## config.mk

```make
export PLATFORM = sky130hd
export DESIGN_NAME = windowed_watchdog_timer
export DESIGN_NICKNAME = d
export VERILOG_FILES = /design/src/core/windowed_watchdog_timer.v /design/src/core/wdt_sync.v /design/src/core/wdt_prescaler.v
export VERILOG_INCLUDE_DIRS = /design/src /design/src/core
export SDC_FILE = /design/constraint.sdc
export NUM_CORES = 1
export LEC_CHECK = 0
export ABC_AREA = 1
export BUFFER_PORTS_ARGS = -buffer_cell sky130_fd_sc_hd__buf_4
export CORE_ASPECT_RATIO = 0.8
export CORE_MARGIN = 4
export CORE_UTILIZATION = 55
export CTS_BUF_LIST = sky130_fd_sc_hd__clkbuf_16
export CTS_CLUSTER_SIZE = 28
export DETAILED_ROUTE_END_ITERATION = 6
export PLACE_DENSITY = 0.78
export SETUP_SLACK_MARGIN = 0.5
export SLEW_MARGIN = 5
export SYNTH_ARGS = -nofsm -noshare
export SYNTH_HDL_FRONTEND = slang
export SYNTH_SLANG_ARGS = --single-unit
export TNS_END_PERCENT = 1
```

## constraint.sdc

```tcl
create_clock -name pclk -period 5.42 [get_ports pclk]
set_input_delay 1.084 -clock pclk [delete_from_list [all_inputs] [get_ports pclk]]
set_output_delay 1.084 -clock pclk [all_outputs]
set_load 0.05 [all_outputs]
```

## src/core/wdt_defines.vh

```
// Purpose: shared constants for the windowed watchdog timer
// Assumes: included by bare name from core design files
// Notes: register offsets are byte addresses on a 32-bit APB
`ifndef WDT_DEFINES_VH
`define WDT_DEFINES_VH

// Register byte offsets
`define OFS_CONFIG 12'h000
`define OFS_CONTROL 12'h004
`define OFS_STATUS 12'h008
`define OFS_IRQ_EN 12'h00C
`define OFS_IRQ_CLR 12'h010
`define OFS_COUNT 12'h014

// Config word fields
`define CFG_PS_LSB 0
`define CFG_PS_MSB 3
`define CFG_PRESCALE_BIT 4
`define CFG_WINDOW_DISABLE_BIT 6
`define CFG_EN_LSB 7
`define CFG_EN_MSB 8
`define CFG_RESET 9'h1CF

// Reset-control register fields
`define RC_IDLE_BIT 2
`define RC_SLEEP_BIT 3
`define RC_TIMEOUT_BIT 4
`define RC_SWEN_BIT 5

// Enable field encodings
`define EN_OFF 2'h0
`define EN_RUN_IDLE 2'h1
`define EN_SOFT 2'h2
`define EN_ALWAYS 2'h3

// Timing
`define LOW_POWER_RC_OSC_HZ 31000
`define SYS_HZ 200000000
`define PRE_SHORT 32
`define PRE_LONG 128
`define DEV_RESET_PULSE 4'h8

`endif

```

## src/core/windowed_watchdog_timer.v

```verilog
// Purpose: windowed watchdog with APB registers and interrupt
// Assumes: LOW_POWER_RC_OSC arrives as an asynchronous pin; CPU events are pclk pulses
// Notes: device reset request is a registered pulse output
`timescale 1ns/1ps
`default_nettype none
`include "wdt_defines.vh"
module windowed_watchdog_timer #(
   parameter CFG_INIT = `CFG_RESET
) (
   input wire pclk,
   input wire presetn,
   input wire clk_en,
   input wire psel,
   input wire penable,
   input wire pwrite,
   input wire [11:0] paddr,
   input wire [31:0] pwdata,
   output reg [31:0] prdata,
   output reg pready,
   output reg pslverr,
   input wire low_power_rc_osc,
   input wire clear_watchdog_instr,
   input wire sleep_enter,
   input wire idle_enter,
   input wire power_save_exit,
   input wire clock_switch_done,
   output reg low_power_rc_osc_enable,
   output reg wake_req,
   output reg device_reset_req,
   output reg irq
);
   // Register map, byte offsets on the word-wide bus
   //   CONFIG  0x000  [3:0] postscale_ratio, [4] prescale_select (1 selects /128),
   //                  [6] window_disable, [8:7] watchdog_enable_mode
   //   CONTROL 0x004  reset_control_reg: [2] idle, [3] sleep, [4] timeout_flag,
   //                  [5] soft_watchdog_enable; hardware sets win over writes
   //   STATUS  0x008  read only: [0] run time-out, [1] wake time-out, [2] early clear
   //   IRQ_EN  0x00C  interrupt enables, same layout as STATUS
   //   IRQ_CLR 0x010  write one to clear STATUS bits, reads zero
   //   COUNT   0x014  read only postscaler count, handy for placing a windowed clear
   // Unmapped offsets read zero, ignore writes and answer with pslverr
   // Every transfer is answered with zero wait states
   reg [8:0] cfg_r;
   reg [5:2] reset_control_reg_r;
   reg sleeping_r;
   reg idling_r;
   reg [15:0] post_r;
   reg [2:0] irq_sts_r;
   reg [2:0] irq_en_r;
   reg osc_d_r;
   reg [3:0] rst_cnt_r;
   wire osc_s;
   wire pre_tick;
   wire [3:0] ps = cfg_r[`CFG_PS_MSB:`CFG_PS_LSB];
   wire [1:0] en_mode = cfg_r[`CFG_EN_MSB:`CFG_EN_LSB];
   wire windowed = ~cfg_r[`CFG_WINDOW_DISABLE_BIT];
   // Time-out length in oscillator rising edges is prescale times 2^postscale_ratio
   // Limitation: the oscillator is sampled by pclk, so it must stay well below pclk/4
   // Window opens once the count reaches last - last/4; ratio 1:1 has no closed part
   wire [15:0] post_last = (16'h0001 << ps) - 16'h0001;
   wire [15:0] win_start = post_last - (post_last >> 2);

   // Enable decode per configuration mode
   reg wdt_on;
   always @* begin
      case (en_mode)
         `EN_ALWAYS: begin
            wdt_on = 1'b1;
         end
         `EN_SOFT: begin
            wdt_on = reset_control_reg_r[`RC_SWEN_BIT];
         end
         `EN_RUN_IDLE: begin
            wdt_on = ~sleeping_r;
         end
         default: begin
            wdt_on = 1'b0;
         end
      endcase
   end

   // LOW_POWER_RC_OSC edge detect on the filtered copy only
   // The pin is asynchronous; only the agreed synchroniser output is used here,
   // so a glitch shorter than one pclk cycle never reaches the prescaler
   wdt_sync u_sync (
      .pclk(pclk),
      .presetn(presetn),
      .ce(clk_en),
      .d(low_power_rc_osc),
      .q(osc_s)
   );
   wire osc_rise = osc_s & ~osc_d_r;

   // Early clear inside windowed mode counts as a violation
   // Clears during sleep or idle are never early, the core is not executing then
   wire early_clr = clear_watchdog_instr & wdt_on & windowed & ~sleeping_r & ~idling_r &
      (post_r < win_start);

   // Clear sources kept apart so each can be probed on its own
   wire save_clr = sleep_enter | idle_enter | power_save_exit;
   wire switch_clr = clock_switch_done;
   wire instr_clr = clear_watchdog_instr & ~early_clr;

   // Any of these restarts the whole count chain
   // A disabled watchdog is held cleared, so it starts from zero when enabled
   wire cnt_clr = ~wdt_on | save_clr | switch_clr | instr_clr;

   wdt_prescaler #(.W(7)) u_pre (
      .pclk(pclk),
      .presetn(presetn),
      .ce(clk_en),
      .clr(cnt_clr | early_clr),
      .tick_in(osc_rise & wdt_on),
      .long_sel(cfg_r[`CFG_PRESCALE_BIT]),
      .tick_out(pre_tick)
   );

   wire expire = pre_tick & wdt_on & (post_r >= post_last);
   wire in_save = sleeping_r | idling_r;
   wire wake_evt = expire & in_save;
   wire rst_evt = (expire & ~in_save) | early_clr;

   // APB decode; zero wait states
   wire acc = psel & penable;
   wire wr = acc & pwrite;
   wire hit_cfg = (paddr == `OFS_CONFIG);
   wire hit_ctl = (paddr == `OFS_CONTROL);
   wire hit_sts = (paddr == `OFS_STATUS);
   wire hit_ien = (paddr == `OFS_IRQ_EN);
   wire hit_clr = (paddr == `OFS_IRQ_CLR);
   wire hit_cnt = (paddr == `OFS_COUNT);
   wire known = hit_cfg | hit_ctl | hit_sts | hit_ien | hit_clr | hit_cnt;
   wire w_ctl = wr & hit_ctl;
   wire w_clr = wr & hit_clr;

   reg [31:0] rd_nxt;
   always @* begin
      case (paddr)
         `OFS_CONFIG: begin
            rd_nxt = {23'h000000, cfg_r};
         end
         `OFS_CONTROL: begin
            rd_nxt = {26'h0000000, reset_control_reg_r, 2'h0};
         end
         `OFS_STATUS: begin
            rd_nxt = {29'h00000000, irq_sts_r};
         end
         `OFS_IRQ_EN: begin
            rd_nxt = {29'h00000000, irq_en_r};
         end
         `OFS_COUNT: begin
            rd_nxt = {16'h0000, post_r};
         end
         default: begin
            rd_nxt = 32'h00000000; // Clear register and holes read zero
         end
      endcase
   end

   // Bus answer registers
   always @(posedge pclk or negedge presetn) begin
      if (!presetn) begin
         prdata <= 32'h00000000;
         pready <= 1'b0;
         pslverr <= 1'b0;
      end else if (clk_en) begin
         pready <= psel & ~penable;
         pslverr <= psel & ~penable & ~known;
         prdata <= rd_nxt;
      end
   end

   // Postscaler count and oscillator edge history
   always @(posedge pclk or negedge presetn) begin
      if (!presetn) begin
         post_r <= 16'h0000;
         osc_d_r <= 1'b0;
      end else if (clk_en) begin
         osc_d_r <= osc_s;
         if (cnt_clr | rst_evt | wake_evt) begin
            post_r <= 16'h0000;
         end else if (pre_tick & wdt_on) begin
            post_r <= post_r + 16'h0001;
         end
      end
   end

   // Configuration word; reset loads the programmed defaults at once,
   // so a later write of zero really selects the disabled mode
   always @(posedge pclk or negedge presetn) begin
      if (!presetn) begin
         cfg_r <= CFG_INIT[8:0];
      end else if (clk_en) begin
         if (wr & hit_cfg) begin
            cfg_r <= pwdata[8:0];
         end
      end
   end

   // Reset-control bits: hardware set wins over software write
   always @(posedge pclk or negedge presetn) begin
      if (!presetn) begin
         reset_control_reg_r <= 4'h0;
         sleeping_r <= 1'b0;
         idling_r <= 1'b0;
      end else if (clk_en) begin
         if (w_ctl) begin
            reset_control_reg_r <= pwdata[5:2];
         end
         if (en_mode == `EN_RUN_IDLE & w_ctl) begin
            reset_control_reg_r[`RC_SWEN_BIT] <= 1'b0;
         end
         if (sleep_enter) begin
            reset_control_reg_r[`RC_SLEEP_BIT] <= 1'b1;
            sleeping_r <= 1'b1;
         end
         if (idle_enter) begin
            reset_control_reg_r[`RC_IDLE_BIT] <= 1'b1;
            idling_r <= 1'b1;
         end
         if (power_save_exit | wake_evt) begin
            sleeping_r <= 1'b0;
            idling_r <= 1'b0;
         end
         if (rst_evt | wake_evt) begin
            reset_control_reg_r[`RC_TIMEOUT_BIT] <= 1'b1;
         end
      end
   end

   // Oscillator enable and wake pulse
   always @(posedge pclk or negedge presetn) begin
      if (!presetn) begin
         low_power_rc_osc_enable <= 1'b0;
         wake_req <= 1'b0;
      end else if (clk_en) begin
         low_power_rc_osc_enable <= wdt_on;
         wake_req <= wake_evt;
      end
   end

   // Reset request stretch
   // The request rises in the cycle after the event and is held for the
   // pulse length, long enough for a slow reset controller to see it.
   // Trade-off: a second event inside the stretch restarts the count
   // rather than queueing a second reset.
   always @(posedge pclk or negedge presetn) begin
      if (!presetn) begin
         device_reset_req <= 1'b0;
         rst_cnt_r <= 4'h0;
      end else if (clk_en) begin
         if (rst_evt) begin
            rst_cnt_r <= `DEV_RESET_PULSE;
         end else if (rst_cnt_r != 4'h0) begin
            rst_cnt_r <= rst_cnt_r - 4'h1;
         end
         device_reset_req <= rst_evt | (rst_cnt_r > 4'h1);
      end
   end

   // Interrupt enable, sticky status and level output
   always @(posedge pclk or negedge presetn) begin
      if (!presetn) begin
         irq_sts_r <= 3'h0;
         irq_en_r <= 3'h0;
         irq <= 1'b0;
      end else if (clk_en) begin
         if (wr & hit_ien) begin
            irq_en_r <= pwdata[2:0];
         end
         // Set beats a same-cycle clear
         irq_sts_r <= (irq_sts_r & ~({3{w_clr}} & pwdata[2:0])) |
            {early_clr, wake_evt, expire & ~in_save};
         irq <= |(irq_sts_r & irq_en_r);
      end
   end
endmodule // windowed_watchdog_timer
`default_nettype wire

```

## src/core/wdt_sync.v

```verilog
// Purpose: three-flop synchroniser with agreement filter
// Assumes: d comes from outside the pclk domain
// Notes: change accepted once stages two and three agree
`timescale 1ns/1ps
`default_nettype none
module wdt_sync (
   input wire pclk,
   input wire presetn,
   input wire ce,
   input wire d,
   output reg q
);
   reg s1_r;
   reg s2_r;
   reg s3_r;
   // First stage feeds only the second
   always @(posedge pclk or negedge presetn) begin
      if (!presetn) begin
         s1_r <= 1'b0;
         s2_r <= 1'b0;
         s3_r <= 1'b0;
         q <= 1'b0;
      end else if (ce) begin
         s1_r <= d;
         s2_r <= s1_r;
         s3_r <= s2_r;
         if (s2_r == s3_r) begin
            q <= s3_r;
         end
      end
   end
endmodule // wdt_sync
`default_nettype wire

```

## src/core/wdt_prescaler.v

```verilog
// Purpose: LOW_POWER_RC_OSC tick prescaler, divide by 32 or 128
// Assumes: tick_in is a one-cycle pulse per LOW_POWER_RC_OSC edge
// Notes: clear has priority over counting
`timescale 1ns/1ps
`default_nettype none
`include "wdt_defines.vh"
module wdt_prescaler #(
   parameter W = 7
) (
   input wire pclk,
   input wire presetn,
   input wire ce,
   input wire clr,
   input wire tick_in,
   input wire long_sel,
   output reg tick_out
);
   reg [W-1:0] cnt_r;
   localparam integer LAST_LONG = `PRE_LONG - 1;
   localparam integer LAST_SHORT = `PRE_SHORT - 1;
   // Full-width copies, cut on purpose to the counter width
   wire [31:0] last_long_w = LAST_LONG;
   wire [31:0] last_short_w = LAST_SHORT;
   wire [W-1:0] last = long_sel ? last_long_w[W-1:0] : last_short_w[W-1:0];
   // Terminal count per selected width
   always @(posedge pclk or negedge presetn) begin
      if (!presetn) begin
         cnt_r <= {W{1'b0}};
         tick_out <= 1'b0;
      end else if (ce) begin
         tick_out <= 1'b0;
         if (clr) begin
            cnt_r <= {W{1'b0}};
         end else if (tick_in) begin
            if (cnt_r >= last) begin
               cnt_r <= {W{1'b0}};
               tick_out <= 1'b1;
            end else begin
               cnt_r <= cnt_r + 1'b1;
            end
         end
      end
   end
endmodule // wdt_prescaler
`default_nettype wire

```

# ---- Word level (Yosys, flattened, before mapping)
# Cells that the tools add are included.
# Widths: inputs -> output; s select.
dict set report word_totals {
  register_bits 92
  latch_bits 0
  ram_bits 0
  rom_bits 0
  in_bits 56
  out_inout_bits 38
  wordCells 143
  n_memories 0
}
dict set report op_classes {
  n_addsub 5
  mul 0
  n_div 0
  order_cmp 4
  eq_ne 9
  shift 1
  mux 22
  bitwise 53
  reduce_logical 24
}
# op count
set op_table {}
lappend op_table {{$pmux 16 s5} 1}
lappend op_table {{$mux 16} 2}
lappend op_table {{$mux 7} 4}
lappend op_table {{$eq 12x4->1 const B} 2}
lappend op_table {{$eq 12x5->1 const B} 2}
lappend op_table {{$reduce_and 2->1} 12}
lappend op_table {{$and 1x1->1} 21}
lappend op_table {{$or 1x1->1} 18}
lappend op_table {{$reduce_bool 2->1} 9}
lappend op_table {{$add 16x1->16 const B} 1}
lappend op_table {{$ge 16x16->1} 1}
lappend op_table {{$lt 16x16->1} 1}
lappend op_table {{$shl 1x4->16 const A} 1}
lappend op_table {{$sub 16x1->16 const B} 1}
lappend op_table {{$sub 16x14->16} 1}
lappend op_table {{$eq 12x3->1 const B} 1}
lappend op_table {{$logic_not 12->1} 1}
lappend op_table {{$mux 4} 3}
lappend op_table {{$mux 1} 11}
lappend op_table {{$and 3x3->3} 3}
lappend op_table {{$not 1->1} 9}
lappend op_table {{$add 7x1->7 const B} 1}
lappend op_table {{$ge 7x7->1} 1}
lappend op_table {{$eq 2x2->1 const B} 2}
lappend op_table {{other kinds (9)} 9}

# ---- Depth between registers and ports, before layout
# Gate-level depths: netlist of run 1.
dict set report logic_depth {
  ltp_word 14
  ltp_mapped 30
  mapped_depth_nobuf 29
}

# ---- Cells and area by module
# Synthesis of run 1 repeated with hierarchy kept, for this count alone.
dict set report unflattened {
  cells_unflattened 769
  hier_area_um2 5786.8
}
# mod instances cells_each area_each_um2 seq_area_each_um2
set by_module_without_submodules {}
lappend by_module_without_submodules {windowed_watchdog_timer 1 676 5109.9 1610.3}
lappend by_module_without_submodules {wdt_prescaler 1 73 513.0 200.2}
lappend by_module_without_submodules {wdt_sync 1 20 163.9 100.1}

# ---- Least setup slack after synthesis of run 1
# No wires, ideal clock.
dict set report synth_timing {
  kind {reg-to-reg}
  from {reg cfg_r[2]}
  to {reg rst_cnt_r[2]}
  setup_time_ps 118
  arrival_ps 3811
  t_required_ps 5302
  path_slack_ps 1491
  path_stages_with_launch 29
  n_path_buf 1
  period_less_slack_ps 3929
  path_cell_list {dfstp_2 -> buf_6 -> nor2_2 -> inv_1 -> nor2_1 -> inv_1 -> ha_1 -> xor2_1 -> inv_1 -> ha_1 -> a21oi_1 -> nand3_1 -> nand2_1 -> nand2_1 -> nand2_1 -> nand2_1 -> nand2_1 -> nand2_1 -> a21boi_1 -> xor2_1 -> ha_1 -> a21oi_1 -> o31ai_1 -> a21oi_1 -> nand3_1 -> nand3_2 -> nand2_2 -> nand2_1 -> nand2_1}
}
dict set report synth_via {
  elab_chain_cells 8
  elab_cells_between_ends 12
  classes_between {add/sub: 2; order compare: 2; shift: 1; mux: 1; bitwise: 4; reduce/logical: 2}
}
# element line_no
set synth_rtl {}
lappend synth_rtl {{start: declaration} windowed_watchdog_timer.v:43} ;# reg [8:0] cfg_r;
lappend synth_rtl {{start signal: assignment} windowed_watchdog_timer.v:192} ;# cfg_r <= CFG_INIT[8:0];
lappend synth_rtl {{start signal: assignment} windowed_watchdog_timer.v:195} ;# cfg_r <= pwdata[8:0];
lappend synth_rtl {{$shl 1x4->16 (*)} windowed_watchdog_timer.v:60} ;# wire [15:0] post_last = (16'h0001 << ps) - 16'h0001;
lappend synth_rtl {{$sub 16x1->16 (*)} windowed_watchdog_timer.v:60}
lappend synth_rtl {{$sub 16x14->16 or $ge 16x16->1 (tied branches)} {windowed_watchdog_timer.v:61, windowed_watchdog_timer.v:118}}
lappend synth_rtl {{$lt 16x16->1 or $and 1x1->1 (tied branches)} {windowed_watchdog_timer.v:97, windowed_watchdog_timer.v:118}}
lappend synth_rtl {{$and 1x1->1, on equally long branches} {windowed_watchdog_timer.v:96, windowed_watchdog_timer.v:121}}
lappend synth_rtl {{$or 1x1->1 (*)} windowed_watchdog_timer.v:121} ;# wire rst_evt = (expire & ~in_save) | early_clr;
lappend synth_rtl {{$reduce_bool 2->1 (no line)} n/a}
lappend synth_rtl {{$reduce_and 2->1 (no line)} n/a}
lappend synth_rtl {{end signal: assignment} windowed_watchdog_timer.v:253} ;# rst_cnt_r <= `DEV_RESET_PULSE;
lappend synth_rtl {{end signal: assignment} windowed_watchdog_timer.v:255} ;# rst_cnt_r <= rst_cnt_r - 4'h1;
lappend synth_rtl {{end: declaration} windowed_watchdog_timer.v:51} ;# reg [3:0] rst_cnt_r;
# Mark *: on every way between the ends. The rest lies on a longest branch, timed or not.
# A chain may end at the register's enable or synchronous reset.

# ---- Worst setup path in the final report of run 1
dict set report layout_timing {
  from {reg cfg_r[1]}
  to {reg rst_cnt_r[1]}
}
# The elaborated chain is that of the path after synthesis.

==> impl_results.md, run 1 <==
* Worst hold path type: reg2reg
* Power per Cell Area at between 200 and 250 nW/µm²
* Yosys reg bits at between 70 and 80
* Outcome: completed
* Net Switching at 0.000404 W
* Largest cells by area after synthesis: dfrtp_1, ha_1, nand2_1
* R2R Path End: rst_cnt_r[1]$_DFFE_PN0P_
* Core area at 9770 µm²
* Antenna fix cells at 0
* Post-synth EDFFs at 0
* DRT Pass-1 Iters at 6
* Dpl ws at 800 ps
* Fillers at 848
* Final hold viol count at 0
* Critical path class: reg2reg
* Clk pin slew, worst setup/hold paths at 60 ps
* GP Congestion at 0.859
* Routed WL at 14,000 µm
* Period utilization at 82.2%
* CTS Root Cell: clkbuf_16
* Vias/cell at around 5.5
* Wire per inst at 15.1 µm
* Clock sink total at between 70 and 80
* Maximum capacitance violations at 0
* Port bufs at 54
* Worst VDD drop at 249 µV
* Fin Hold WS at roughly 470 ps
* CTS H-tree lvls at 3
* Top-area cell type share of the netlist area at 30.9%
* Crit path required time at 5640 ps
* Main synth FF type: dfrtp_1
* ANT nets after route at 0
* Initial antenna violation count at 0
* Vias at approximately 5,000
* CTS tree: done
* Maximum clock path buffer count at 2
* Syn. warnings at 0
* Floorplan die width at 121 µm
* CP Capture Type: register
* Post-Route Setup TNS at 0 ps
* Num rows at 32
* R2R Setup Slk at 960 ps
* Skew final at 6.47 ps
* Insertion delay to the later sink of the worst-skew pair at 330 ps
* Post-synth ARST share at 100%
* # DRC at 0
* Power share of the combinational group at 16.7%
* Seq pwr share at roughly 43%
* Hold path cells at 2
* Largest net degree at the start of global routing at 77
* RSZ-0062 raised after global routing: no
* First-pass GRT wire length at between 20,000 and 25,000 µm
* Synth Cell Area at 5590 µm²
* Worst Max-Slew Pin Slew at approximately 940 ps
* Worst Path Arrival at 4680 ps
* Top-count cell post-synth: nand2_1
* Gate Count Post-Synth at 730
* Distinct cells, synth at 55
* Layout area overhead at 13.3%
* Top post-synthesis cells by count: nand2_1, inv_1, dfrtp_1, nor2_1, ha_1
* FF+latch area at approximately 1900 µm²
* CP Launch Type: register
* Initial Utilization at 57.2%
* Worst R2R Start: cfg_r[1]$_DFFE_PN1P_
* GRT Total Usage at roughly a quarter
* Die area at ~12,000 µm²
* Final min period at 4460 ps
* Ports at 94
* Layout net count at 885
* 1st-iter DRT viols at 479
* Setup WS post-layout at 962 ps
* Hold Crit Start: osc_d_r$_DFFE_PN0P_
* Final slew viol count at 0
* Fin util at between 60% and 70%
* Internal power at 0.00103 W
* Fmax at around 220 MHz
* Inserted Clock Buffers at 9
* Hold Path Sink: osc_d_r$_DFFE_PN0P_
* Lkg Pwr at 3.32 nW
* Hold_buf cts at 0
* Vias in the first global route at 4,907
* R2R depth at 27
* Slew margin rel. at a little under two fifths
* Sw Share at between 20 and 30%
* Total overflow reported by the global router at 0
* Layout cell share with drive strength beyond 1 at 15.1%
* Syn_area_per_cell at 7.66 µm²
* Area of the multi-input gates at 3160 µm²
* Clock power frac at 40.0%
* Die Height at 98.2 µm
* Hpwl dp at 10,700 µm
* Register area share after synthesis at roughly 34%
* Final setup vio count at 0
* Top cell type by total area after synthesis: dfrtp_1
* Worst-path fanout max at 10
## final cells by class
| class | instances | share of cell area [%] |
|---|---|---|
| flip-flops and latches | 76 | 30.2 |
| inverters | 104 | 6.16 |
| well taps | 136 | 2.69 |
| clock inverters | 7 | 0.928 |
| clock buffers | 9 | 3.55 |
| multi-input cells | 536 | 49.8 |
| repair buffers | 56 | 6.64 |
## worst max-delay path by stage
| stage | startpoint | to | slack, ps | depth (start not counted) |
|---|---|---|---|---|
| 6_report | cfg_r[1]$_DFFE_PN1P_ | rst_cnt_r[1]$_DFFE_PN0P_ | 960 | 27 |
| 5_1_grt | cfg_r[1]$_DFFE_PN1P_ | rst_cnt_r[1]$_DFFE_PN0P_ | 550 | 27 |
| 3_3_place_gp | cfg_r[3]$_DFFE_PN1P_ | rst_cnt_r[0]$_DFFE_PN0P_ | 900 | 27 |
| 2_1_floorplan | cfg_r[2]$_DFFE_PN1P_ | rst_cnt_r[2]$_DFFE_PN0P_ | 1490 | 28 |
| 4_1_cts | cfg_r[3]$_DFFE_PN1P_ | rst_cnt_r[1]$_DFFE_PN0P_ | 760 | 27 |
| 3_5_place_dp | cfg_r[3]$_DFFE_PN1P_ | rst_cnt_r[1]$_DFFE_PN0P_ | 800 | 27 |
## sequential cells by signal (all words and copies together) (netlist names), 3 cells and up
name and count:
prdata 16, u_pre.cnt_r 7, post_r 16, cfg_r 9
reset_control_reg_r 4, irq_en_r 3, rst_cnt_r 4, irq_sts_r 3
## worst max-delay path: stages, from the launching register on
cell and delay (ps):
dfstp_2 450, nor2_1 300, inv_1 70, nor2_1 140, inv_1 90, ha_1 210
xor2_1 220, inv_1 100, ha_1 340, a21oi_1 180, nand3_1 90, nand2_1 70
nand2_1 120, nand2_1 90, nand2_1 50, nand2_1 60, nand2_1 110, a21boi_1 190
xor2_1 180, ha_1 260, a21oi_1 130, o31ai_1 80, a21oi_1 260, nand3_1 180
nand3_2 170, nand2_2 90, nand2_1 80, nand2_1 50
## power by group through the flow
stage                     Sequential, W  Clock, W  Combinational, W
after floorplan                0.000647         0          0.000158
after global placement         0.000630         0          0.000230
after detailed placement       0.000631         0          0.000239
after CTS                      0.000622  0.000581          0.000240
after global routing           0.000627  0.000611          0.000272
final                          0.000622  0.000573          0.000239
## layer usage
metal  vias up  global-route usage [%]  routed length [µm]
met3        12                    5.04                 885
li1       2490                       -                   -
met1      2417                    34.6                6480
met5         -                       0                   0
met2       162                    39.2                6490
met4         0                    4.70                 113
## what timing repair did
item,CTS,global route
setup endpoints to repair,0,5
buffers inserted,0,1
endpoints found under the hold margin,0,0
gates resized for setup,0,2
## layout by cell type, fill, tap and decap left out, drive strengths merged, types with 18 or more instances in the layout
master / Yosys / routed
buf: 22 / 56
a21oi: 39 / 39
dfrtp: 69 / 69
ha: 45 / 45
nand3: 36 / 36
conb: 2 / 18
nand2: 162 / 162
nor2: 66 / 66
nand4: 21 / 21
o21ai: 45 / 45
inv: 103 / 104
## per-stage QoR
stage	total power [W]	cell area, µm²	instances
floorplan	0.000806	5650	746
global placement	0.000860	6040	907
detailed placement	0.000870	6040	907
CTS	0.00144	6320	923
global route	0.00151	6340	924
finish	0.00143	6340	924
## cells by family (layout without fill, tap and decap cells)
kind of cell	count (synthesis)	after routing	synth area share (%)
AO/OA/AOI/OAI	129	129	14.1
XOR/XNOR	27	27	4.23
adder cells (fa/ha/maj)	46	46	10.4
buffers and inverters	134	176	10.6
flip-flops	76	76	34.2
multiplexers	1	1	0.201
other	2	18	0.134
AND/OR/NAND/NOR	315	315	26.2
(Power assumes the default switching activity.)
==> inputs of run 2 (changes only) <==
--- a/config.mk
+++ b/config.mk
@@ -10,7 +10,7 @@
 export BUFFER_PORTS_ARGS = -buffer_cell sky130_fd_sc_hd__buf_4
 export CORE_ASPECT_RATIO = 0.8
 export CORE_MARGIN = 4
-export CORE_UTILIZATION = 55
+export CORE_UTILIZATION = 52
 export CTS_BUF_LIST = sky130_fd_sc_hd__clkbuf_16
 export CTS_CLUSTER_SIZE = 28
 export DETAILED_ROUTE_END_ITERATION = 6
==> constraint.sdc (replaced) <==
create_clock -name pclk -period 3.75 [get_ports pclk]
set_input_delay 0.75 -clock pclk [delete_from_list [all_inputs] [get_ports pclk]]
set_output_delay 0.75 -clock pclk [all_outputs]
set_load 0.05 [all_outputs]
==> run 2 against run 1 <==
Compared with the run above:
- the run now ends with negative setup slack left
- setup slack lost 1100 ps
- flip-flop and latch count is the same
- combinational power grew 56%
- clock skew is essentially flat
- largest power group unchanged
- via count grew 7.2%
- final cell count grew 6.4%
- sequential power grew 45%
- count of clock-buffer cells in the layout is the same
==> impl_results.md, run 2 (synthesis gave the netlist of run 1 again) <==
* Top flop regs: post_r (16), prdata (16), cfg_r (9)
* Worst hold path type: reg2reg
* Slowest CP cell: dfstp_2
* Largest net degree at the start of global routing at a little under 80
* Commonest non-fill, non-tap cell in the layout: nand2_1
* Seq pwr share at 44.0%
* Ports at 94
* CP Launch Type: register
* Worst-path fanout max at 5
* Worst Max-Slew Pin Slew at 960 ps
* Vias at 5,448
* Setup WS post-layout at -154 ps
* Most frequent CP cell: nand2_1
* Clk pin slew, worst setup/hold paths at 60 ps
* Layout area overhead at 25.1%
* Die Height at 101 µm
* GP Congestion at between 0.9 and 1
* Maximum capacitance violations at 0
* Antenna fix cells at 0
* GRT Total Usage at 25.5%
* CTS Root Cell: clkbuf_16
* Layout net count at 940
* Net Switching at 0.000620 W
* Final min period at 3900 ps
* Skew final at 6.59 ps
* Hpwl dp at 11,300 µm
* Total overflow reported by the global router at 0
* Hold Crit Start: wake_req$_DFFE_PN0P_
* Maximum clock path buffer count at 2
* Internal power at 0.00143 W
* Fillers at 826
* Outcome: finished with violations
* Routed WL at 15,400 µm
* Clock power frac at between 30% and 40%
* CP top delay family: simple AND/OR/NAND/NOR gates
* Floorplan die width at 124 µm
* Slew margin rel. at 36.0%
* Lkg Pwr at around 3.6 nW
* DRT met1 WL at 6480 µm
* CTS H-tree lvls at 3
* Initial antenna violation count at 0
* Cell Count, Final, Fillers Out at just under 1,000
* ANT nets after route at 0
* CP Capture Type: register
* Failing checks: negative setup slack
* DR WL met3 at 1320 µm
* Met2 WL at 7210 µm
* # DRC at 0
* Worst R2R Start: cfg_r[0]$_DFFE_PN1P_
* Period utilization at 104%
* Wire per inst at 15.7 µm
* Critical path class: reg2reg
* Worst Path Arrival at between 4000 and 5000 ps
* Fmax at 256 MHz
* FF+latch area at 1910 µm²
* Power per Cell Area at between 200 and 300 nW/µm²
* Inserted Clock Buffers at 9
* Die area at 12,500 µm²
* First-pass GRT wire length at 25,100 µm
* Vias/cell at 5.54
* Commonest cells after routing, fill and taps aside: nand2_1, buf_4, inv_1
* Crit-path max cell delay at 570 ps
* Top Layer Used: met4
* Power share of the combinational group at 18.2%
* Critical path buffers and inverters at 4
* Vias in the first global route at 5,450
* Final hold viol count at 0
* Sw Share at 30.3%
* RSZ-0062 raised after global routing: yes
* Post-placement cell count at 959
* Num rows at 33
* Hold_buf cts at 0
* Crit path cell chain: buf_6, nand3_4, ha_4, xor2_2, inv_2, ha_2, inv_2, fa_2, nand2_1, nand3b_1, nand2_1, nand3_2, nand2_1, nand2_1, xnor2_1, ha_1, inv_2, o31ai_4, a21oi_2, nand3_4, nand3_4, nand2_4, nand2_2, nand2_1
* Core area at 10,400 µm²
* Layout cell share with drive strength beyond 1 at 25.7%
* 1st-iter DRT viols at 466
* Insertion delay to the later sink of the worst-skew pair at 350 ps
* Initial Utilization at 54.0%
* Worst VDD drop at 311 µV
* DRT Pass-1 Iters at 6
* Area of the multi-input gates at 3420 µm²
* Port bufs at 54
* CP Launch Point: cfg_r[0]$_DFFE_PN1P_
* Final slew viol count at 0
* Post-Route Setup TNS at -795 ps
* CTS tree: done
* Final setup vio count at 7
* Crit path required time at 3990 ps
* Clock sink total at 76
## run 2: cell types whose count changed in the layout (fill, tap and decap cells not counted), sizes merged
cell      before  now
buf           56  111
bufinv         1    0
clkinvlp       1    0
inv          104  106
## run 2: worst min-delay path: stages, from the launching register on
cell     delay [ps]
dfrtp_1         350
nand2_1          50
nand2_1          40
## run 2: cell type report
cell class              count  area share, %
repair buffers            111           12.1
clock buffers               9           3.22
multi-input cells         536           48.8
clock inverters             7          0.429
inverters                 104           5.58
flip-flops and latches     76           27.3
well taps                 140           2.50
## run 2: final timing paths
path | to | slack (ps) | depth (start not counted)
setup / recovery | rst_cnt_r[1]$_DFFE_PN0P_ | -150 | 24
hold / removal | wake_req$_DFFE_PN0P_ | 480 | 2
setup reg to reg | rst_cnt_r[1]$_DFFE_PN0P_ | -150 | 24
hold reg to reg | wake_req$_DFFE_PN0P_ | 480 | 2
max in group asynchronous | u_pre.cnt_r[5]$_DFFE_PN0P_ | 2570 | 1
min in group asynchronous | pslverr$_DFFE_PN0P_ | 540 | 1
## run 2: power by group through the flow
stage / registers [W] / clock network, W / logic [W]
CTS: 0.000899 / 0.000770 / 0.000366
global placement: 0.000910 / 0 / 0.000335
global route: 0.000908 / 0.000818 / 0.000412
detailed placement: 0.000911 / 0 / 0.000351
floorplan: 0.000935 / 0 / 0.000229
finish: 0.000902 / 0.000775 / 0.000373
## run 2: stage by stage
step,power [W],hold WS [ps],worst slack (ps),cell area [µm²],util [%]
2_1_floorplan,0.00116,443,119,5690,-
3_3_place_gp,0.00124,456,-109,6440,62.1
3_5_place_dp,0.00126,467,-228,6440,62.1
4_1_cts,0.00204,483,-48.5,6840,66.0
5_1_grt,0.00214,513,-339,7000,67.5
6_report,0.00205,475,-154,7000,67.5
## run 2: layer usage
layer  vias to the layer above  track usage [%]
met3                        46             6.96
li1                       2601                -
met5                         -                0
met1                      2569             33.1
met2                       232             40.8
met4                         0             9.18
## run 2: repair_timing
item | in CTS | in global routing
buffers inserted | 3 | 5
cloned | 0 | 0
setup endpoints to repair | 28 | 28
pin swaps | 17 | 23
resized for setup | 28 | 31
